<file path="config.mk">
export PLATFORM = sky130hd
export DESIGN_NAME = ecdc_top
export DESIGN_NICKNAME = d
export VERILOG_FILES = /design/src/core/ecdc_pkg.sv /design/src/core/ecdc_sync.sv /design/src/core/ecdc_src_sel.sv /design/src/core/ecdc_top.sv
export VERILOG_INCLUDE_DIRS = /design/src /design/src/core
export SDC_FILE = /design/constraint.sdc
export NUM_CORES = 1
export LEC_CHECK = 0
export BUFFER_PORTS_ARGS = -buffer_cell sky130_fd_sc_hd__buf_4
export CORE_UTILIZATION = 64
export CTS_CLUSTER_DIAMETER = 120
export CTS_CLUSTER_SIZE = 28
export DETAILED_ROUTE_END_ITERATION = 12
export GPL_ROUTABILITY_DRIVEN = 1
export PLACE_DENSITY = 0.82
export SETUP_SLACK_MARGIN = 0.2
export SYNTH_ARGS = -nofsm -noshare
export SYNTH_HDL_FRONTEND = slang
export SYNTH_SLANG_ARGS = --single-unit
</file>
<file path="constraint.sdc">
create_clock -name clock -period 5.45 [get_ports clock]
set_input_delay 0.8175 -clock clock [delete_from_list [all_inputs] [get_ports clock]]
set_output_delay 0.8175 -clock clock [all_outputs]
set_load 0.01 [all_outputs]
</file>
<file path="src/core/ecdc_defs.svh">
// Constants for the eight-bit counter/delay configuration block: offsets, fields, reset values, divisors.
// Assumes it is included by its bare name from every design file that needs a figure.
`ifndef ECDC_DEFS_SVH
`define ECDC_DEFS_SVH

// Register byte offsets on the bus; instance n of five sits at CFG_BASE plus four times n.
`define ECDC_OFF_CFG_BASE 8'h00
`define ECDC_OFF_STATUS 8'h14
`define ECDC_OFF_COUNT_LO 8'h18
`define ECDC_OFF_COUNT_HI 8'h1c

// Field positions inside a configuration word.
`define ECDC_LOAD_LSB 0
`define ECDC_CSEL_LSB 8
`define ECDC_EDGE_LSB 12
`define ECDC_FUNC_BIT 14

// Reset values of a configuration word, standing in for the programmed bits.
`define ECDC_LOAD_RST 8'hff
`define ECDC_CSEL_RST 4'h0
`define ECDC_EDGE_RST 2'h0
`define ECDC_FUNC_RST 1'b0

// Divisors of the oscillator taps; the shared divider wraps at their common multiple.
`define ECDC_DIV_A 8'd4
`define ECDC_DIV_B 8'd12
`define ECDC_DIV_C 8'd24
`define ECDC_DIV_D 8'd64
`define ECDC_DIV_WRAP 8'd191
`define ECDC_ROUTE_DIV_LAST 3'h7

// Clock-select codes of the 3-bit selector.
`define ECDC_C3_RC 3'h0
`define ECDC_C3_D4 3'h1
`define ECDC_C3_D24 3'h2
`define ECDC_C3_D64 3'h3
`define ECDC_C3_LF 3'h4
`define ECDC_C3_PREV 3'h5
`define ECDC_C3_RING 3'h6
`define ECDC_C3_ROUTE 3'h7

// Clock-select codes of the 4-bit selector.
`define ECDC_C4_RC 4'h0
`define ECDC_C4_D4 4'h1
`define ECDC_C4_D12 4'h2
`define ECDC_C4_D24 4'h3
`define ECDC_C4_D64 4'h4
`define ECDC_C4_PREV 4'h5
`define ECDC_C4_ROUTE 4'h6
`define ECDC_C4_ROUTE_D8 4'h7
`define ECDC_C4_RING 4'h8
`define ECDC_C4_SPI 4'h9
`define ECDC_C4_LF 4'ha
`define ECDC_C4_FSM256 4'hb
`define ECDC_C4_PWM 4'hc

`endif

</file>
<file path="src/core/ecdc_pkg.sv">
// Types shared by the counter/delay configuration block.
// Assumes the constants header is available for the files that use these types.
package ecdc_pkg;

  // One instance's configuration, laid out as in its register word.
  typedef struct packed {
    logic func;
    logic [1:0] edge_mode;
    logic [3:0] csel;
    logic [7:0] load;
  } ecdc_cfg_type;

  // One-cycle tick pulses of every shared clock source.
  typedef struct packed {
    logic rc;
    logic rc_d4;
    logic rc_d12;
    logic rc_d24;
    logic rc_d64;
    logic low_freq;
    logic ring;
    logic spi_clk;
    logic fsm_d256;
    logic pulse_mod;
    logic route_a72_d8;
  } ecdc_ticks_type;

  // States of one counter/delay engine.
  typedef enum logic [1:0] {
    ECDC_ST_IDLE = 2'b00,
    ECDC_ST_RUN = 2'b01,
    ECDC_ST_HOLD = 2'b10
  } ecdc_state_type;

  // Codes of the edge or reset-mode field.
  typedef enum logic [1:0] {
    ECDC_EDGE_BOTH = 2'b00,
    ECDC_EDGE_FALL = 2'b01,
    ECDC_EDGE_RISE = 2'b10,
    ECDC_EDGE_NONE = 2'b11
  } ecdc_edge_type;

endpackage

</file>
<file path="src/core/ecdc_sync.sv">
// Two-flop synchroniser with a rising-edge pulse, for a group of asynchronous inputs.
// Assumes inputs come from outside the clock domain; outputs are on clock.
`timescale 1ns/1ps
module ecdc_sync #(
  parameter int W = 1
) (
  // Clock and reset.
  input wire logic clock,
  input wire logic rst,
  // Asynchronous inputs.
  input wire logic [W-1:0] din,
  // Synchronised level and one-cycle rising-edge pulse.
  output logic [W-1:0] level,
  output logic [W-1:0] rise
);

  logic [W-1:0] meta_r, meta_nxt, sync_r, sync_nxt, last_r, last_nxt;

  // Only the second stage reads the first; edges are taken between the second and third.
  always_comb
  begin
    meta_nxt = din;
    sync_nxt = meta_r;
    last_nxt = sync_r;
  end

  // Registers of the chain.
  always_ff @(posedge clock)
  begin
    if (rst)
    begin
      meta_r <= '0;
      sync_r <= '0;
      last_r <= '0;
    end
    else
    begin
      meta_r <= meta_nxt;
      sync_r <= sync_nxt;
      last_r <= last_nxt;
    end
  end

  assign level = sync_r;
  assign rise = sync_r & ~last_r;

endmodule

</file>
<file path="src/core/ecdc_src_sel.sv">
// Clock-source selector of one counter/delay instance, 3-bit or 4-bit code.
// Assumes every source is already a one-cycle tick on the block clock.
`timescale 1ns/1ps
`include "ecdc_defs.svh"
module ecdc_src_sel import ecdc_pkg::*; #(
  parameter bit WIDE = 1'b0
) (
  // Shared tick sources.
  input wire ecdc_ticks_type ticks,
  input wire logic prev_tick,
  input wire logic route_tick,
  // Selection code.
  input wire logic [3:0] csel,
  // Selected tick and reserved-code flag.
  output logic tick,
  output logic reserved
);

  // A reserved code yields no tick at all, so the instance simply stands still.
  always_comb
  begin
    tick = 1'b0;
    reserved = 1'b0;
    if (!WIDE)
    begin
      case (csel[2:0])
        `ECDC_C3_RC: tick = ticks.rc;
        `ECDC_C3_D4: tick = ticks.rc_d4;
        `ECDC_C3_D24: tick = ticks.rc_d24;
        `ECDC_C3_D64: tick = ticks.rc_d64;
        `ECDC_C3_LF: tick = ticks.low_freq;
        `ECDC_C3_PREV: tick = prev_tick;
        `ECDC_C3_RING: tick = ticks.ring;
        `ECDC_C3_ROUTE: tick = route_tick;
        default: tick = 1'b0;
      endcase
    end
    else
    begin
      case (csel)
        `ECDC_C4_RC: tick = ticks.rc;
        `ECDC_C4_D4: tick = ticks.rc_d4;
        `ECDC_C4_D12: tick = ticks.rc_d12;
        `ECDC_C4_D24: tick = ticks.rc_d24;
        `ECDC_C4_D64: tick = ticks.rc_d64;
        `ECDC_C4_PREV: tick = prev_tick;
        `ECDC_C4_ROUTE: tick = route_tick;
        `ECDC_C4_ROUTE_D8: tick = ticks.route_a72_d8;
        `ECDC_C4_RING: tick = ticks.ring;
        `ECDC_C4_SPI: tick = ticks.spi_clk;
        `ECDC_C4_LF: tick = ticks.low_freq;
        `ECDC_C4_FSM256: tick = ticks.fsm_d256;
        `ECDC_C4_PWM: tick = ticks.pulse_mod;
        default: reserved = 1'b1;
      endcase
    end
  end

endmodule

</file>
<file path="src/core/ecdc_top.sv">
// Five chained 8-bit counter/delay instances with their configuration, reached over AHB-Lite.
// Assumes oscillators, routing signals and triggers arrive asynchronously on pins.
// What this block does
// - Every instance takes its 8-bit count or delay length from its own field.
// - Instances five to seven pick their clock by a 3-bit code.
// - Code 101 or 0101 clocks an instance from the previous instance's done.
// - Instances eight and nine pick their clock by a 4-bit code.
// - Codes 0111, 1011, 1100 give route signal by eight, state clock, modulator clock.
// - Code 1001 clocks the instance from the serial interface clock.
// - Codes 1101 to 1111 are reserved and give no clock.
// - In delay function the edge field picks both, falling, rising or no edge.
// - In counter function the field picks reset on both, falling or rising edges.
// - Counter reset code 11 holds the counter reset while the input is high.
// - Function bit picks delay at 0, counter at 1; instance eight adds ramp.
`timescale 1ns/1ps
`include "ecdc_defs.svh"
module ecdc_top import ecdc_pkg::*; #(
  parameter int N_INST = 5,
  parameter int ADDR_W = 8
) (
  // Clock and reset.
  input wire logic clock,
  input wire logic rst,
  // AHB-Lite slave port.
  input wire logic hsel,
  input wire logic [ADDR_W-1:0] haddr,
  input wire logic [1:0] htrans,
  input wire logic hwrite,
  input wire logic [2:0] hsize,
  input wire logic [31:0] hwdata,
  input wire logic hready,
  output logic [31:0] hrdata,
  output logic hreadyout,
  output logic hresp,
  // Asynchronous clock sources.
  input wire logic rc_osc_clk,
  input wire logic low_freq_osc_clk,
  input wire logic ring_osc_clk,
  input wire logic spi_clk,
  input wire logic state_machine_clk_div_256,
  input wire logic pulse_mod_clk,
  // Routing-matrix signals and the done of the counter before instance five.
  input wire logic route_a_sig_72,
  input wire logic route_a_sig_73,
  input wire logic route_b_sig_73,
  input wire logic prev_count_done,
  // Delay inputs or counter reset inputs, one per instance.
  input wire logic [N_INST-1:0] trig_in,
  // Instance outputs.
  output logic [N_INST-1:0] cnt_out,
  output logic [N_INST-1:0] count_done,
  output logic [7:0] count_value_8,
  output logic [7:0] count_value_9,
  output logic pulse_ramp_en
);

  // Positions of the asynchronous inputs in the synchroniser vector.
  localparam int IX_RC = 0;
  localparam int IX_LF = 1;
  localparam int IX_RING = 2;
  localparam int IX_SPI = 3;
  localparam int IX_FSM = 4;
  localparam int IX_PWM = 5;
  localparam int IX_A72 = 6;
  localparam int IX_A73 = 7;
  localparam int IX_B73 = 8;
  localparam int IX_PREV = 9;
  localparam int IX_TRIG = 10;
  localparam int N_EXT = IX_TRIG + N_INST;
  // Instances from this index upward carry the 4-bit selector.
  localparam int FIRST_WIDE = 3;
  localparam int RAMP_INST = 3;

  logic [N_EXT-1:0] ext_in, ext_lvl, ext_rise;
  ecdc_ticks_type ticks;
  logic [7:0] rc_div_r, rc_div_nxt;
  logic [2:0] route_div_r, route_div_nxt;
  ecdc_cfg_type cfg_r [N_INST];
  ecdc_cfg_type cfg_nxt [N_INST];
  logic wr_pend_r, wr_pend_nxt;
  logic [ADDR_W-1:0] wr_addr_r, wr_addr_nxt;
  logic [31:0] rdata_r, rdata_nxt;
  logic [N_INST-1:0] route_vec, prev_vec, tick_vec, resv_vec, busy_vec;
  logic [7:0] cnt_w [N_INST];
  logic acc;

  // Every asynchronous pin input passes the synchroniser before any logic looks at it.
  assign ext_in = {trig_in, prev_count_done, route_b_sig_73, route_a_sig_73, route_a_sig_72,
                   pulse_mod_clk, state_machine_clk_div_256, spi_clk, ring_osc_clk,
                   low_freq_osc_clk, rc_osc_clk};

  ecdc_sync #(.W(N_EXT)) u_sync (
    .clock(clock),
    .rst(rst),
    .din(ext_in),
    .level(ext_lvl),
    .rise(ext_rise)
  );

  // One shared divider serves all oscillator taps, so their ticks stay phase related.
  always_comb
  begin
    rc_div_nxt = rc_div_r;
    route_div_nxt = route_div_r;
    if (ext_rise[IX_RC])
    begin
      rc_div_nxt = (rc_div_r == `ECDC_DIV_WRAP) ? 8'h00 : rc_div_r + 8'h01;
    end
    if (ext_rise[IX_A72])
    begin
      route_div_nxt = route_div_r + 3'h1;
    end
  end

  // Divider registers.
  always_ff @(posedge clock)
  begin
    if (rst)
    begin
      rc_div_r <= 8'h00;
      route_div_r <= 3'h0;
    end
    else
    begin
      rc_div_r <= rc_div_nxt;
      route_div_r <= route_div_nxt;
    end
  end

  // Tick pulses of the shared sources, each one block-clock cycle wide.
  assign ticks.rc = ext_rise[IX_RC];
  assign ticks.rc_d4 = ext_rise[IX_RC] && ((rc_div_r % `ECDC_DIV_A) == `ECDC_DIV_A - 8'd1);
  assign ticks.rc_d12 = ext_rise[IX_RC] && ((rc_div_r % `ECDC_DIV_B) == `ECDC_DIV_B - 8'd1);
  assign ticks.rc_d24 = ext_rise[IX_RC] && ((rc_div_r % `ECDC_DIV_C) == `ECDC_DIV_C - 8'd1);
  assign ticks.rc_d64 = ext_rise[IX_RC] && ((rc_div_r % `ECDC_DIV_D) == `ECDC_DIV_D - 8'd1);
  assign ticks.low_freq = ext_rise[IX_LF];
  assign ticks.ring = ext_rise[IX_RING];
  assign ticks.spi_clk = ext_rise[IX_SPI];
  assign ticks.fsm_d256 = ext_rise[IX_FSM];
  assign ticks.pulse_mod = ext_rise[IX_PWM];
  assign ticks.route_a72_d8 = ext_rise[IX_A72] && (route_div_r == `ECDC_ROUTE_DIV_LAST);

  // Routing signal behind the matrix code of each instance.
  assign route_vec = {ext_rise[IX_A72], ext_rise[IX_B73], ext_rise[IX_B73], ext_rise[IX_A73], ext_rise[IX_A73]};

  // Bus slave: zero wait states, address captured in the address phase.
  assign acc = hsel && htrans[1] && hready;

  always_comb
  begin
    int idx;
    idx = 0;
    for (int k = 0; k < N_INST; k++)
    begin
      cfg_nxt[k] = cfg_r[k];
    end
    wr_pend_nxt = acc && hwrite && (hsize == 3'b010);
    wr_addr_nxt = wr_pend_nxt ? haddr : wr_addr_r;
    rdata_nxt = 32'h0000_0000;
    // A write lands at the end of its data phase.
    if (wr_pend_r && (wr_addr_r[ADDR_W-1:5] == '0) && (wr_addr_r[1:0] == 2'b00))
    begin
      idx = int'(wr_addr_r[4:2]);
      if (idx < N_INST)
      begin
        cfg_nxt[idx].load = hwdata[`ECDC_LOAD_LSB +: 8];
        cfg_nxt[idx].csel = hwdata[`ECDC_CSEL_LSB +: 4];
        cfg_nxt[idx].edge_mode = hwdata[`ECDC_EDGE_LSB +: 2];
        cfg_nxt[idx].func = hwdata[`ECDC_FUNC_BIT];
        // The narrow selector has no fourth bit; it reads back as zero.
        if (idx < FIRST_WIDE)
        begin
          cfg_nxt[idx].csel[3] = 1'b0;
        end
      end
    end
    // Read data is latched in the address phase, so it stands from a flop in the data phase.
    if (acc && !hwrite)
    begin
      if ((haddr[ADDR_W-1:5] == '0) && (haddr[1:0] == 2'b00) && (int'(haddr[4:2]) < N_INST))
      begin
        rdata_nxt = {17'h0_0000, cfg_r[int'(haddr[4:2])]};
      end
      else if (haddr == `ECDC_OFF_STATUS)
      begin
        rdata_nxt = {17'h0_0000, resv_vec, busy_vec, cnt_out};
      end
      else if (haddr == `ECDC_OFF_COUNT_LO)
      begin
        rdata_nxt = {cnt_w[3], cnt_w[2], cnt_w[1], cnt_w[0]};
      end
      else if (haddr == `ECDC_OFF_COUNT_HI)
      begin
        rdata_nxt = {24'h00_0000, cnt_w[4]};
      end
    end
  end

  // Bus and configuration registers.
  always_ff @(posedge clock)
  begin
    if (rst)
    begin
      for (int k = 0; k < N_INST; k++)
      begin
        cfg_r[k] <= '{func: `ECDC_FUNC_RST, edge_mode: `ECDC_EDGE_RST, csel: `ECDC_CSEL_RST,
                      load: `ECDC_LOAD_RST};
      end
      wr_pend_r <= 1'b0;
      wr_addr_r <= '0;
      rdata_r <= 32'h0000_0000;
    end
    else
    begin
      for (int k = 0; k < N_INST; k++)
      begin
        cfg_r[k] <= cfg_nxt[k];
      end
      wr_pend_r <= wr_pend_nxt;
      wr_addr_r <= wr_addr_nxt;
      rdata_r <= rdata_nxt;
    end
  end

  assign hrdata = rdata_r;
  assign hreadyout = 1'b1;
  assign hresp = 1'b0;

  // The counter/delay engines, each clocked by its selected tick.
  for (genvar i = 0; i < N_INST; i++)
  begin : g_inst
    ecdc_state_type state_r, state_nxt;
    logic [7:0] cnt_r, cnt_nxt;
    logic out_r, out_nxt, done_r, done_nxt, lvl_r, lvl_nxt, trig_d_r, trig;
    logic rise, fall, qual, hold_lvl;

    // The first instance chains from the counter before it, the rest from their neighbour.
    if (i == 0)
    begin : g_first
      assign prev_vec[i] = ext_rise[IX_PREV];
    end
    else
    begin : g_next
      assign prev_vec[i] = count_done[i-1];
    end

    ecdc_src_sel #(.WIDE(i >= FIRST_WIDE)) u_sel (
      .ticks(ticks),
      .prev_tick(prev_vec[i]),
      .route_tick(route_vec[i]),
      .csel(cfg_r[i].csel),
      .tick(tick_vec[i]),
      .reserved(resv_vec[i])
    );

    // Edge qualification; code 11 gives no edge in either function.
    assign trig = ext_lvl[IX_TRIG + i];
    assign rise = trig && !trig_d_r;
    assign fall = !trig && trig_d_r;
    always_comb
    begin
      case (cfg_r[i].edge_mode)
        ECDC_EDGE_BOTH: qual = rise || fall;
        ECDC_EDGE_FALL: qual = fall;
        ECDC_EDGE_RISE: qual = rise;
        default: qual = 1'b0;
      endcase
    end
    assign hold_lvl = cfg_r[i].func && (cfg_r[i].edge_mode == ECDC_EDGE_NONE) && trig;

    // Delay copies the input level after load plus one ticks; counter pulses every load plus one ticks.
    always_comb
    begin
      state_nxt = state_r;
      cnt_nxt = cnt_r;
      out_nxt = out_r;
      lvl_nxt = lvl_r;
      done_nxt = 1'b0;
      case (state_r)
        ECDC_ST_IDLE:
        begin
          if (cfg_r[i].func)
          begin
            cnt_nxt = cfg_r[i].load;
            out_nxt = 1'b0;
            state_nxt = ECDC_ST_RUN;
          end
          else if (qual)
          begin
            cnt_nxt = cfg_r[i].load;
            lvl_nxt = trig;
            state_nxt = ECDC_ST_RUN;
          end
        end
        ECDC_ST_RUN:
        begin
          if (hold_lvl)
          begin
            cnt_nxt = cfg_r[i].load;
            out_nxt = 1'b0;
            state_nxt = ECDC_ST_HOLD;
          end
          else if (qual)
          begin
            // A new edge restarts a delay, or resets a counter.
            cnt_nxt = cfg_r[i].load;
            lvl_nxt = trig;
            if (cfg_r[i].func)
            begin
              out_nxt = 1'b0;
            end
          end
          else if (tick_vec[i])
          begin
            if (cnt_r == 8'h00)
            begin
              done_nxt = 1'b1;
              if (cfg_r[i].func)
              begin
                cnt_nxt = cfg_r[i].load;
                out_nxt = 1'b1;
              end
              else
              begin
                out_nxt = lvl_r;
                state_nxt = ECDC_ST_IDLE;
              end
            end
            else
            begin
              cnt_nxt = cnt_r - 8'h01;
              if (cfg_r[i].func)
              begin
                out_nxt = 1'b0;
              end
            end
          end
        end
        ECDC_ST_HOLD:
        begin
          cnt_nxt = cfg_r[i].load;
          if (!hold_lvl)
          begin
            state_nxt = ECDC_ST_RUN;
          end
        end
        default: state_nxt = ECDC_ST_IDLE;
      endcase
    end

    // Engine registers.
    always_ff @(posedge clock)
    begin
      if (rst)
      begin
        state_r <= ECDC_ST_IDLE;
        cnt_r <= 8'h00;
        out_r <= 1'b0;
        done_r <= 1'b0;
        lvl_r <= 1'b0;
        trig_d_r <= 1'b0;
      end
      else
      begin
        state_r <= state_nxt;
        cnt_r <= cnt_nxt;
        out_r <= out_nxt;
        done_r <= done_nxt;
        lvl_r <= lvl_nxt;
        trig_d_r <= trig;
      end
    end

    assign cnt_out[i] = out_r;
    assign count_done[i] = done_r;
    assign busy_vec[i] = (state_r != ECDC_ST_IDLE);
    assign cnt_w[i] = cnt_r;
  end

  // Values handed to the modulators, and the ramp enable of instance eight.
  assign count_value_8 = cnt_w[RAMP_INST];
  assign count_value_9 = cnt_w[N_INST-1];
  assign pulse_ramp_en = cfg_r[RAMP_INST].func;

endmodule

</file>
==> out/qor.tcl, run 1 <==
set qor(status) {finished, violations left}
set qor(failed_checks) {design-rule violations}
set qor(kind_of_cell_adding_the_most_delay_to_the_critical_path) {compound AO/OA/AOI/OAI gates}
set qor(syn_to_final_growth_pct) 8.255
set qor(share_comb_of_total_power_pct) 17.7
set qor(critical_path_arrival_ps) 3480
set qor(floorplan.die_area_sq_mm) 0.01933
set qor(cp-end-kind) {register}
set qor(track_usage_pct) 32.53
set qor(avgSynthCellArea_sq_um) 8.774
set qor(edff_count_synth) 0
set qor(cts_hold_buf) 0
set qor(antenna_left) 0
set qor(grt.overflow.total) 0
set qor(chipWidth_um) 139.0
set qor(crit_slowest_cell) {sky130_fd_sc_hd__o311ai_0}
set qor(wl_um) 31420
set qor(globalplace.congestion) 0.9722
set qor(fillers) 1418
set qor(count_of_maximum_capacitance_violations) 0
set qor(tritoncts) {yes}
set qor(grt_setup_unrepaired) {false}
set qor(finalNetCount) 1483
set qor(rows) 49
set qor(clock_edge_transition_at_the_registers_on_the_reported_setup_and_hold_paths_ps) 110
set qor(synth_commonest_cells) {sky130_fd_sc_hd__dfxtp_1, sky130_fd_sc_hd__nand2_1, sky130_fd_sc_hd__nor2_1}
set qor(cts_inserted_buffers) 12
set qor(hold_class) {reg -> reg}
set qor(detail_route.vias_per_cell) 6.391
set qor(p_sw_w) 0.001027
set qor(worst_setup_path_startpoint) {rc_div_r[1]}
set qor(final-hold-violation-count) 0
set qor(ctsHtreeMaxLevel) 1
set qor(detailed_place.area_sq_mm) 0.01267
set qor(grt_pass1_wl_um) 50670
set qor(seq_power_share_pct) 53.9
set qor(r2r_cells) 8
set qor(worst-path-buf-inv) 0
set qor(stages_on_the_worst_setup_path) 8
set qor(postCtsSetupRepairBufs) 0
set qor(netlist_instances) 1370
set qor(initial_core_util_pct) 66.01
set qor(detail_route.wl_per_cell_um) 19.36
set qor(worst_slew_margin_rel_pct) 28.15
set qor(worstMarginPinSlew_ps) 1078
set qor(syn-num-nets) 1459
set qor(largest_stage_delay_worst_path_ps) 620
set qor(final.period_utilization_pct) 56.18
set qor(power.density_mw_per_mm2) 271.5
set qor(maxSlewViolCount) 0
set qor(fin_tns_setup_ps) 0
set qor(dr.pass1.iters) 10
set qor(synthFlopType) {sky130_fd_sc_hd__dfxtp_1}
set qor(drt_first_iter_violations) 1058
set qor(antenna-diode-count) 0
set qor(cellLeakagePower_nw) 5.159
set qor(clock_insertion_delay_worst_skew_ps) 490
set qor(reg2reg_from) {rc_div_r[1]}
set qor(ys_seq_area_share_pct) 39.47
set qor(routing_usage_on_met3_pct) 4.972
set qor(clockPowerShare_pct) 28.4
set qor(worst-path-max-fanout) 14
set qor(floorplan.io_pins) 126
set qor(post-dp-hpwl_um) 22190
set qor(finalCriticalPeriod_ps) 3062
set qor(yosysTopAreaCellShare_pct) 39.47
set qor(startpoint_type) {register}
set qor(synth.top_cells.by_area) {sky130_fd_sc_hd__dfxtp_1, sky130_fd_sc_hd__mux2i_1, sky130_fd_sc_hd__nand2_1, sky130_fd_sc_hd__nor2_1, sky130_fd_sc_hd__a21oi_1}
set qor(hold_depth) 1
set qor(critical_path_class) {reg -> reg}
set qor(timing.final.setup_violations) 0
set qor(critical_path.cell_chain) {ha_1 > nand4b_1 > o311ai_0 > o211ai_1 > o2111ai_2 > o21ai_2 > a211o_1 > a21oi_1}
set qor(grt_most_used_layer) {met2}
set qor(synth_warnings) 0
set qor(clk_path_buf_depth) 3
set qor(core_region_area_sq_mm) 0.01821
set qor(grt_max_degree) 90
set qor(p_sw_share_pct) 29.05
set qor(synth_largest_area_cell) {sky130_fd_sc_hd__dfxtp_1}
set qor(cts_repair_resize_count) 0
set qor(cts-root-buf) {sky130_fd_sc_hd__clkbuf_16}
set qor(ys_async_sr_fraction_pct) 0
set qor(clkSinkCount) 237
set qor(worst_ep_required_time_ps) 5860
set qor(initial_antenna_violation_count) 0
set qor(post-synth-top-count-cell) {sky130_fd_sc_hd__dfxtp_1}
set qor(via_count_of_the_first_global_routing_pass) 9703
set qor(ir_worst_vdd_mv) 0.2259
set qor(layout_cell_area_excl_fill_sq_mm) 0.01301
set qor(remaining_drc_errors) 12
set qor(netlist_area_sq_mm) 0.01202
set qor(post_synth_num_cell_types) 94
set qor(finClkSkew_ps) 24.53
set qor(via_count) 10373
set qor(port_buffers) 105
set qor(synth.ff_latch_count) 237
set qor(post_route_cells_drive_above_1_share_pct) 13.06
set qor(ff_latch_area_sq_mm) 0.004745
set qor(globalRouteMet2Util_pct) 52.42
set qor(max_freq_ghz) 0.3266
set qor(p_int_w) 0.002507
set qor(groute.layer.met1.usage_pct) 45.21
set qor(die_height_um) 139.0
set qor(holdCritStartpoint) {u_sync.meta_r[5]}
set qor(multi_input_comb_area_sq_mm) 0.006630
-- worst reg2reg max path, cell delays in order, from the launching register on --
cell                        delay, ps
sky130_fd_sc_hd__dfxtp_1          410
sky130_fd_sc_hd__ha_1             310
sky130_fd_sc_hd__nand4b_1         510
sky130_fd_sc_hd__o311ai_0         620
sky130_fd_sc_hd__o211ai_1         250
sky130_fd_sc_hd__o2111ai_2        180
sky130_fd_sc_hd__o21ai_2          240
sky130_fd_sc_hd__a211o_1          330
sky130_fd_sc_hd__a21oi_1          130
-- worst paths after layout --
path,endpoint,slack [ps]
max reg2reg,count_value_9[1],2390
min,u_sync.level[5],420
max,count_value_9[1],2390
min reg2reg,u_sync.level[5],420
-- per-stage QoR --
stage | cells | util (%) | setup slack, ps | hold slack (ps) | total power (W)
finish | 1623 | 71.46 | 2388 | 423.4 | 0.003534
CTS | 1623 | 71.46 | 2416 | 427.3 | 0.003522
floorplan | 1370 | - | 2724 | 413.8 | 0.002375
global placement | 1609 | 69.59 | 2331 | 418.2 | 0.002533
global route | 1623 | 71.46 | 2105 | 439.8 | 0.003671
detailed placement | 1609 | 69.59 | 2298 | 426.1 | 0.002550
-- cell families (layout without fill, tap and decap cells) --
logic type               Yosys count  count (layout)  synth area share, %
AND/OR/NAND/NOR                  568             568                25.00
AO/OA/AOI/OAI                    274             274                16.10
flip-flops                       237             237                39.47
buffers and inverters            147             171                5.454
multiplexers                     103             103                10.31
adder cells (fa/ha/maj)           25              25                2.581
XOR/XNOR                          14              14                1.020
other                              2               2              0.06248
-- final cells by class --
type,count,area share (%)
repair buffers,112,6.462
multi-input cells,986,50.95
inverters,45,1.298
clock inverters,1,0.1250
well taps,229,2.202
clock buffers,13,2.500
flip-flops and latches,237,36.46
-- metal layers --
layer | routed length [um] | vias up
met4 | 716 | 0
met3 | 2645 | 58
met1 | 13960 | 4900
met5 | 0 | -
li1 | - | 4933
met2 | 14100 | 482
-- power groups by stage --
stage                     clock [W]  combinational (W)  sequential (W)
after detailed placement          0           0.000610         0.00194
final                       0.00100           0.000624         0.00190
after floorplan                   0           0.000464         0.00191
after global routing        0.00107           0.000685         0.00192
after global placement            0           0.000596         0.00194
after CTS                   0.00100           0.000617         0.00190
-- placed cells by master (no fill, tap or decap), types with 26 or more instances in the layout --
cell type	instances
sky130_fd_sc_hd__a21oi_1	86
sky130_fd_sc_hd__and3_1	26
sky130_fd_sc_hd__buf_4	112
sky130_fd_sc_hd__dfxtp_1	237
sky130_fd_sc_hd__inv_1	44
sky130_fd_sc_hd__mux2i_1	81
sky130_fd_sc_hd__nand2_1	142
sky130_fd_sc_hd__nand3_1	35
sky130_fd_sc_hd__nor2_1	116
sky130_fd_sc_hd__nor2b_1	67
sky130_fd_sc_hd__nor3_1	38
sky130_fd_sc_hd__o21ai_0	28
No activity file was read; power rests on OpenSTA's default activity.
==> run 2, diff against run 1 <==
ABC_AREA = 1   (was not set)
CORE_UTILIZATION = 53   (was 64)
PLACE_DENSITY = 0.72   (was 0.82)
clock period = 2.5 ns   (was 5.45 ns; I/O delays follow)
==> run 2 against run 1 <==
Effect of this change:
- the run now ends clean
- clock-buffer cell count did not move
- clock power rose by 120%
- global-route usage fell by 4.0 points
- largest cell class unchanged
==> out/qor.tcl, run 2 <==
set qor(max_freq_ghz) 0.4647 ;# was 0.3266 GHz
set qor(initial_core_util_pct) 54.78 ;# was 66.01%
set qor(largest_stage_delay_worst_path_ps) 440 ;# was 620 ps
set qor(core_region_area_sq_mm) 0.02129 ;# was 0.01821 sq mm
set qor(clk_path_buf_depth) 3 ;# unchanged
set qor(finClkSkew_ps) 26.98 ;# was 24.53 ps
set qor(synth_adder_area_share_pct) 2.575 ;# was 2.581%
set qor(port_buffers) 105 ;# unchanged
set qor(crit_slowest_cell) {sky130_fd_sc_hd__dfxtp_1} ;# was sky130_fd_sc_hd__o311ai_0
set qor(synth_top_family_by_area) {simple AND/OR/NAND/NOR gates} ;# unchanged
set qor(wl_um) 32220 ;# was 31420 um
set qor(detail_route.vias_per_cell) 5.576 ;# was 6.391
set qor(worst_ep_required_time_ps) 2910 ;# was 5860 ps
set qor(ctsHtreeMaxLevel) 1 ;# unchanged
set qor(post-dp-hpwl_um) 24140 ;# was 22190 um
set qor(rows) 53 ;# was 49
set qor(tritoncts) {yes} ;# unchanged
set qor(track_usage_pct) 28.55 ;# was 32.53%
set qor(critical_path_class) {reg -> reg} ;# unchanged
set qor(netlist_area_sq_mm) 0.01166 ;# was 0.01202 sq mm
set qor(ys_async_sr_fraction_pct) 0 ;# unchanged
set qor(avgSynthCellArea_sq_um) 7.150 ;# was 8.774 sq um
set qor(clock_edge_transition_at_the_registers_on_the_reported_setup_and_hold_paths_ps) 110 ;# about the same
set qor(edff_count_synth) 0 ;# unchanged
set qor(via_count_of_the_first_global_routing_pass) 9851 ;# was 9703
set qor(synth-simple-area-share_pct) 24.23 ;# was 25.00%
set qor(kind_of_cell_adding_the_most_delay_to_the_critical_path) {simple AND/OR/NAND/NOR gates} ;# was compound AO/OA/AOI/OAI gates
set qor(drt_first_iter_violations) 1032 ;# was 1058
set qor(worst-path-max-fanout) 10 ;# was 14
set qor(chipWidth_um) 150.3 ;# was 139.0 um
set qor(post_route_cells_drive_above_1_share_pct) 12.98 ;# was 13.06%
set qor(cellLeakagePower_nw) 6.005 ;# was 5.159 nW
set qor(floorplan.die_area_sq_mm) 0.02260 ;# was 0.01933 sq mm
set qor(fin_worst_hold_slack_ps) 79.31 ;# was 423.4 ps
set qor(finalCriticalPeriod_ps) 2152 ;# was 3062 ps
set qor(critical_path_arrival_ps) 2570 ;# was 3480 ps
set qor(timing.final.setup_violations) 0 ;# unchanged
set qor(post_synth_num_cell_types) 60 ;# was 94
set qor(layout.cells.most_common_list) {sky130_fd_sc_hd__inv_1, sky130_fd_sc_hd__nor2_1, sky130_fd_sc_hd__dfxtp_1} ;# was sky130_fd_sc_hd__dfxtp_1, sky130_fd_sc_hd__nand2_1, sky130_fd_sc_hd__nor2_1
set qor(synth.ff_latch_count) 237 ;# unchanged
set qor(antenna-diode-count) 0 ;# unchanged
set qor(final-hold-violation-count) 0 ;# unchanged
set qor(dr.pass1.iters) 6 ;# was 10
set qor(synth_warnings) 0 ;# unchanged
set qor(initial_antenna_violation_count) 0 ;# unchanged
set qor(ys_seq_area_share_pct) 40.69 ;# was 39.47%
set qor(grt_max_degree) 120 ;# was 90
set qor(globalplace.congestion) 0.9441 ;# was 0.9722
set qor(via_count) 11113 ;# was 10373
set qor(synth-compound-area-share_pct) 19.48 ;# was 16.10%
set qor(finalNetCount) 1807 ;# was 1483
set qor(critical_path.cell_chain) {ha_4 > nand2_4 > inv_2 > nand2_2 > inv_2 > nand3_1 > a21oi_1 > a21oi_1 > nand2_1 > o21ai_2 > nand2_2 > nand2_4 > inv_4 > nor2_1 > nor2_1} ;# was ha_1 > nand4b_1 > o311ai_0 > o211ai_1 > o2111ai_2 > o21ai_2 > a211o_1 > a21oi_1
set qor(fin_tns_setup_ps) 0 ;# unchanged
set qor(synth_commonest_cells) {sky130_fd_sc_hd__inv_1, sky130_fd_sc_hd__nor2_1, sky130_fd_sc_hd__dfxtp_1} ;# was sky130_fd_sc_hd__dfxtp_1, sky130_fd_sc_hd__nand2_1, sky130_fd_sc_hd__nor2_1
set qor(yosysTopAreaCellShare_pct) 40.69 ;# was 39.47%
set qor(clock_insertion_delay_worst_skew_ps) 500 ;# was 490 ps
set qor(worst-path-buf-inv) 3 ;# was 0
set qor(final.period_utilization_pct) 86.08 ;# was 56.18%
set qor(synth_largest_area_cell) {sky130_fd_sc_hd__dfxtp_1} ;# unchanged
set qor(ir_worst_vdd_mv) 0.4702 ;# was 0.2259 mV
set qor(syn-num-nets) 1720 ;# was 1459
set qor(grt_setup_unrepaired) {true} ;# was false
set qor(status) {finished clean} ;# was finished, violations left
set qor(synthFlopType) {sky130_fd_sc_hd__dfxtp_1} ;# unchanged
set qor(startpoint_type) {register} ;# unchanged
set qor(fillers) 1977 ;# was 1418
set qor(worst_slew_margin_rel_pct) 44.24 ;# was 28.15%
set qor(die_height_um) 150.3 ;# was 139.0 um
set qor(floorplan.io_pins) 126 ;# unchanged
set qor(detail_route.wl_per_cell_um) 16.17 ;# was 19.36 um
set qor(cp-end-kind) {register} ;# unchanged
set qor(post-synth-top-count-cell) {sky130_fd_sc_hd__inv_1} ;# was sky130_fd_sc_hd__dfxtp_1
set qor(layout_cell_area_excl_fill_sq_mm) 0.01321 ;# was 0.01301 sq mm
set qor(clkSinkCount) 237 ;# unchanged
set qor(count_of_maximum_capacitance_violations) 0 ;# unchanged
set qor(netlist_instances) 1631 ;# was 1370
set qor(syn_to_final_growth_pct) 13.24 ;# was 8.255%
set qor(detailed_place.area_sq_mm) 0.01270 ;# was 0.01267 sq mm
set qor(synth.top_cells.by_area) {sky130_fd_sc_hd__dfxtp_1, sky130_fd_sc_hd__inv_1, sky130_fd_sc_hd__nor2_1, sky130_fd_sc_hd__nand2_1, sky130_fd_sc_hd__o21ai_0} ;# was sky130_fd_sc_hd__dfxtp_1, sky130_fd_sc_hd__mux2i_1, sky130_fd_sc_hd__nand2_1, sky130_fd_sc_hd__nor2_1, sky130_fd_sc_hd__a21oi_1
set qor(hold_class) {in -> reg} ;# was reg -> reg
set qor(remaining_drc_errors) 0 ;# was 12
set qor(maxSlewViolCount) 0 ;# unchanged
set qor(antenna_left) 0 ;# unchanged
set qor(muxShareOfSynthArea_pct) 0 ;# was 10.30%
set qor(power.density_mw_per_mm2) 648.5 ;# was 271.5 mW/mm^2
set qor(synth-xor-area-share_pct) 2.028 ;# was 1.020%
set qor(grt_pass1_wl_um) 50630 ;# was 50670 um
set qor(worstMarginPinSlew_ps) 836.5 ;# was 1078 ps
set qor(cts-root-buf) {sky130_fd_sc_hd__clkbuf_16} ;# unchanged
set qor(grt.overflow.total) 0 ;# unchanged
set qor(cts_inserted_buffers) 12 ;# unchanged
run 2: changes by cell type after synthesis, sizes merged, moves of 20 or more:
cell    previous run  this run
inv               45       252
nor2             119       247
o21ai             33       138
nand2            143       238
mux2i             81         0
nor2b             67         0
nand3             35        90
o211ai            16        44
a21oi             89       115
and3              26         0
nand2b            24         0
xor2               3        25
clkbuf            58        38
run 2: worst reg2reg max path, stage by stage (launching register included):
cell,delay [ps]
sky130_fd_sc_hd__dfxtp_1,440
sky130_fd_sc_hd__ha_4,200
sky130_fd_sc_hd__nand2_4,80
sky130_fd_sc_hd__inv_2,130
sky130_fd_sc_hd__nand2_2,110
sky130_fd_sc_hd__inv_2,120
sky130_fd_sc_hd__nand3_1,80
sky130_fd_sc_hd__a21oi_1,130
sky130_fd_sc_hd__a21oi_1,50
sky130_fd_sc_hd__nand2_1,140
sky130_fd_sc_hd__o21ai_2,110
sky130_fd_sc_hd__nand2_2,110
sky130_fd_sc_hd__nand2_4,110
sky130_fd_sc_hd__inv_4,120
sky130_fd_sc_hd__nor2_1,50
sky130_fd_sc_hd__nor2_1,110
run 2: metrics by stage:
step / utilization, % / instances / setup WS, ps / total power [W]
after detailed placement: 59.64 / 1974 / 259.6 / 0.006363
after floorplan: - / 1631 / 592.6 / 0.005778
after global routing: 62.03 / 1993 / 158.4 / 0.009052
after CTS: 61.25 / 1988 / 222.4 / 0.008526
after global placement: 59.64 / 1974 / 293.2 / 0.006323
final: 62.03 / 1993 / 347.9 / 0.008563
run 2: cell type report:
cell class	count	area, sq um	area share, %
Sequential cell	237	4746	35.94
Timing Repair Buffer	138	1049	7.940
Multi-Input combinational cell	1076	5766	43.66
Tap cell	275	344.1	2.606
Inverter	253	959.7	7.267
Clock inverter	1	16.27	0.1232
Clock buffer	13	325.3	2.464
run 2: report_power, final:
part           internal, W  total, W  switching, W
logic             0.000796   0.00213       0.00134
clock network     0.000955   0.00219       0.00124
registers          0.00400   0.00424      0.000244
run 2: final timing paths:
kind	from	cells after the start	slack, ps	endpoint
max	rc_div_r[0]	15	350	g_inst[2].cnt_r[0]
max reg2reg	rc_div_r[0]	15	350	g_inst[2].cnt_r[0]
min reg2reg	u_sync.meta_r[10]	2	400	u_sync.level[10]
min	rc_osc_clk	3	80	u_sync.meta_r[0]
run 2: routing by layer:
metal | up-vias | share of wire [%] | GRT usage (%)
met5 | - | 0 | 0
met4 | 0 | 2.4 | 8.485
met3 | 58 | 9.1 | 5.394
met2 | 437 | 45 | 45.32
met1 | 5078 | 44 | 39.17
li1 | 5540 | - | -
run 2: cell families (layout without fill, tap and decap cells):
family          after synthesis  after routing
flops                       237            237
buf+inv                     318            405
other cells                   2              2
fa+ha+maj                    24             24
compound gates              380            380
xor+xnor                     27             27
simple gates                643            643
run 2: timing repair:
item	CTS	global route
endpoints found under the setup margin	0	62
gates resized for setup	0	31
setup buffers	0	5
hold buffers	0	0
==> run 3, diff against run 2 <==
--- a/config.mk
+++ b/config.mk
@@ -16,3 +16,4 @@
 export PLACE_DENSITY = 0.72
-export SETUP_SLACK_MARGIN = 0.2
+export SETUP_SLACK_MARGIN = 0.15
+export SLEW_MARGIN = 20
 export SYNTH_ARGS = -nofsm -noshare
==> constraint.sdc (replaced) <==
create_clock -name clock -period 2.5 [get_ports clock]
set_input_delay 0.25 -clock clock [delete_from_list [all_inputs] [get_ports clock]]
set_output_delay 0.25 -clock clock [all_outputs]
set_load 0.01 [all_outputs]
==> run 3 against run 2 <==
Effect of this change:
- sequential power barely moved
- critical path depth fell by 2
- hold slack got worse by 65 ps
- global-route usage rose by 0.40 points
- largest power group unchanged
==> out/qor.tcl, run 3 (synthesis gave the netlist of run 2 again) <==
set qor(status) {finished clean} ;# unchanged
set qor(layout.cells.most_common_list) {sky130_fd_sc_hd__nor2_1, sky130_fd_sc_hd__inv_1, sky130_fd_sc_hd__dfxtp_1} ;# was sky130_fd_sc_hd__inv_1, sky130_fd_sc_hd__nor2_1, sky130_fd_sc_hd__dfxtp_1
set qor(routed.top_layer) {met4} ;# unchanged
set qor(final.period_utilization_pct) 89.33 ;# was 86.08%
set qor(port_buffers) 105 ;# unchanged
set qor(clock_insertion_delay_worst_skew_ps) 490 ;# was 500 ps
set qor(worst-path-max-fanout) 8 ;# was 10
set qor(antenna-diode-count) 0 ;# unchanged
set qor(via_count) 11148 ;# was 11113
set qor(finClkSkew_ps) 14.65 ;# was 26.98 ps
set qor(cts_inserted_buffers) 12 ;# unchanged
set qor(floorplan.io_pins) 126 ;# unchanged
set qor(route.layer.met1.wl_um) 14390 ;# was 14060 um
set qor(r2r_cells) 13 ;# was 15
set qor(ff_latch_area_sq_mm) 0.004748 ;# was 0.004746 sq mm
set qor(critical_path.cell_chain) {ha_2 > nand2_4 > nor2_2 > o21ai_1 > a21oi_2 > buf_4 > nand4_1 > nand2_1 > nand2_1 > nand3_4 > buf_4 > nand3_1 > a21oi_1} ;# was ha_4 > nand2_4 > inv_2 > nand2_2 > inv_2 > nand3_1 > a21oi_1 > a21oi_1 > nand2_1 > o21ai_2 > nand2_2 > nand2_4 > inv_4 > nor2_1 > nor2_1
set qor(dr.pass1.iters) 5 ;# was 6
set qor(tritoncts) {yes} ;# unchanged
set qor(wl_um) 32810 ;# was 32220 um
set qor(total_power_w) 0.008596 ;# was 0.008563 W
set qor(clkSinkCount) 237 ;# unchanged
set qor(cellLeakagePower_nw) 6.078 ;# was 6.005 nW
set qor(timing.final.setup_violations) 0 ;# unchanged
set qor(hold_depth) 3 ;# unchanged
set qor(maxSlewViolCount) 0 ;# unchanged
set qor(fillers) 1998 ;# was 1977
set qor(drt_first_iter_violations) 910 ;# was 1032
set qor(largest_stage_delay_worst_path_ps) 370 ;# was 440 ps
set qor(post-dp-hpwl_um) 24280 ;# was 24140 um
set qor(critical_path_arrival_ps) 2660 ;# was 2570 ps
set qor(rows) 53 ;# unchanged
set qor(kind_of_cell_adding_the_most_delay_to_the_critical_path) {simple AND/OR/NAND/NOR gates} ;# unchanged
set qor(chipWidth_um) 150.3 ;# unchanged
set qor(worst-path-buf-inv) 2 ;# was 3
set qor(clk_path_buf_depth) 3 ;# unchanged
set qor(finalNetCount) 1824 ;# was 1807
set qor(critical_path_class) {reg -> reg} ;# unchanged
set qor(max_freq_ghz) 0.4478 ;# was 0.4647 GHz
set qor(fin_tns_setup_ps) 0 ;# unchanged
set qor(floorplan.die_area_sq_mm) 0.02260 ;# unchanged
set qor(track_usage_pct) 28.95 ;# was 28.55%
set qor(hold_class) {in -> reg} ;# unchanged
set qor(initial_core_util_pct) 54.78 ;# unchanged
set qor(grt.overflow.total) 0 ;# unchanged
set qor(worst_r2r_end) {g_inst[1].cnt_r[0]} ;# was g_inst[2].cnt_r[0]
set qor(detail_route.wl_per_cell_um) 16.31 ;# was 16.17 um
set qor(holdCritStartpoint) {hwdata[6]} ;# was rc_osc_clk
set qor(final-hold-violation-count) 0 ;# unchanged
set qor(via_count_of_the_first_global_routing_pass) 9852 ;# was 9851
set qor(finalCriticalPeriod_ps) 2233 ;# was 2152 ps
set qor(count_of_maximum_capacitance_violations) 0 ;# unchanged
set qor(post_route_cells_drive_above_1_share_pct) 12.90 ;# was 12.98%
set qor(worstMarginPinSlew_ps) 665.6 ;# was 836.5 ps
set qor(startpoint_type) {register} ;# unchanged
set qor(grt_pass1_wl_um) 51350 ;# was 50630 um
set qor(ctsHtreeMaxLevel) 1 ;# unchanged
set qor(ir_worst_vdd_mv) 0.4704 ;# was 0.4702 mV
set qor(grt_max_degree) 72 ;# was 120
set qor(layout_commonest_cell) {sky130_fd_sc_hd__nor2_1}
set qor(power.density_mw_per_mm2) 645.6 ;# was 648.5 mW/mm^2
set qor(setup_ws_ps) 266.7 ;# was 347.9 ps
set qor(multi_input_comb_area_sq_mm) 0.005700 ;# was 0.005766 sq mm
set qor(dpl_worst_slack_ps) 284.4 ;# was 259.6 ps
set qor(clock_edge_transition_at_the_registers_on_the_reported_setup_and_hold_paths_ps) 110 ;# about the same
set qor(worst_slew_margin_rel_pct) 55.63 ;# was 44.24%
set qor(cp-end-kind) {register} ;# unchanged
set qor(antenna_left) 0 ;# unchanged
set qor(grt_setup_unrepaired) {true} ;# unchanged
set qor(reg2reg_from) {rc_div_r[0]} ;# unchanged
set qor(met2_wirelength_from_detailed_routing_um) 14820 ;# was 14460 um
set qor(worst_ep_required_time_ps) 2920 ;# was 2910 ps
set qor(syn_to_final_growth_pct) 14.17 ;# was 13.24%
set qor(remaining_drc_errors) 0 ;# unchanged
set qor(detail_route.vias_per_cell) 5.544 ;# was 5.576
set qor(cts-root-buf) {sky130_fd_sc_hd__clkbuf_16} ;# unchanged
set qor(core_region_area_sq_mm) 0.02129 ;# unchanged
set qor(r2r_setup_slack_ps) 270 ;# was 350 ps
set qor(initial_antenna_violation_count) 0 ;# unchanged
set qor(crit_slowest_cell) {sky130_fd_sc_hd__dfxtp_2} ;# was sky130_fd_sc_hd__dfxtp_1
set qor(globalplace.congestion) 0.9248 ;# was 0.9441
set qor(die_height_um) 150.3 ;# unchanged
set qor(detailed_route_wirelength_on_metal3_um) 2820 ;# was 2916 um
## run 3: stage by stage
step,area [sq um],util [%],hold WS [ps],cells
detailed placement,12690,59.61,395.1,1973
floorplan,11660,-,357.0,1631
finish,13310,62.55,14.71,2011
CTS,13190,61.98,3.013,2004
global route,13310,62.55,0.8836,2011
global placement,12690,59.61,388.6,1973
## run 3: cell type report
type | count | area share, %
Sequential cell | 237 | 35.66
Clock inverter | 1 | 0.1222
Inverter | 253 | 7.208
Timing Repair Buffer | 155 | 9.135
Tap cell | 275 | 2.584
Multi-Input combinational cell | 1076 | 42.82
Clock buffer | 14 | 2.472
## run 3: what timing repair did
action / 4_1_cts / 5_1_grt
hold endpoints to repair: 16 / 0
endpoints found under the setup margin: 0 / 24
buffers inserted: 0 / 7
resized for setup: 0 / 22
hold buffers: 16 / 0
## run 3: where the power goes
group          leakage, nW  switching, W  internal (W)  total [W]
Clock                0.169       0.00126      0.000963    0.00222
Sequential            1.93      0.000237       0.00400    0.00423
Combinational         3.98       0.00134      0.000805    0.00214
Total                 6.08       0.00283       0.00576    0.00860
## run 3: metal layers
| layer | up-vias | GRT usage (%) |
|---|---|---|
| met5 | - | 0 |
| met4 | 0 | 8.131 |
| met3 | 51 | 4.485 |
| met2 | 425 | 46.84 |
| met1 | 5115 | 39.77 |
| li1 | 5557 | - |
## run 3: worst reg2reg max path, delay by kind of cell (launching register included)
kind / cells / cell delay (ps)
compound gates: 3 / 480
fa+ha+maj: 1 / 240
buf+inv: 2 / 370
flops: 1 / 370
simple gates: 7 / 700
## run 3: worst max path at each step
| stage | endpoint | slack (ps) | depth (start not counted) | from |
|---|---|---|---|---|
| floorplan | g_inst[1].cnt_r[4] | 590 | 13 | u_sync.level[11] |
| global placement | g_inst[1].cnt_r[5] | 310 | 12 | rc_div_r[0] |
| detailed placement | count_value_9[6] | 280 | 13 | u_sync.level[14] |
| CTS | count_value_9[6] | 250 | 13 | u_sync.level[14] |
| global route | g_inst[2].cnt_r[4] | 110 | 15 | rc_div_r[6] |
| finish | g_inst[1].cnt_r[0] | 270 | 13 | rc_div_r[0] |
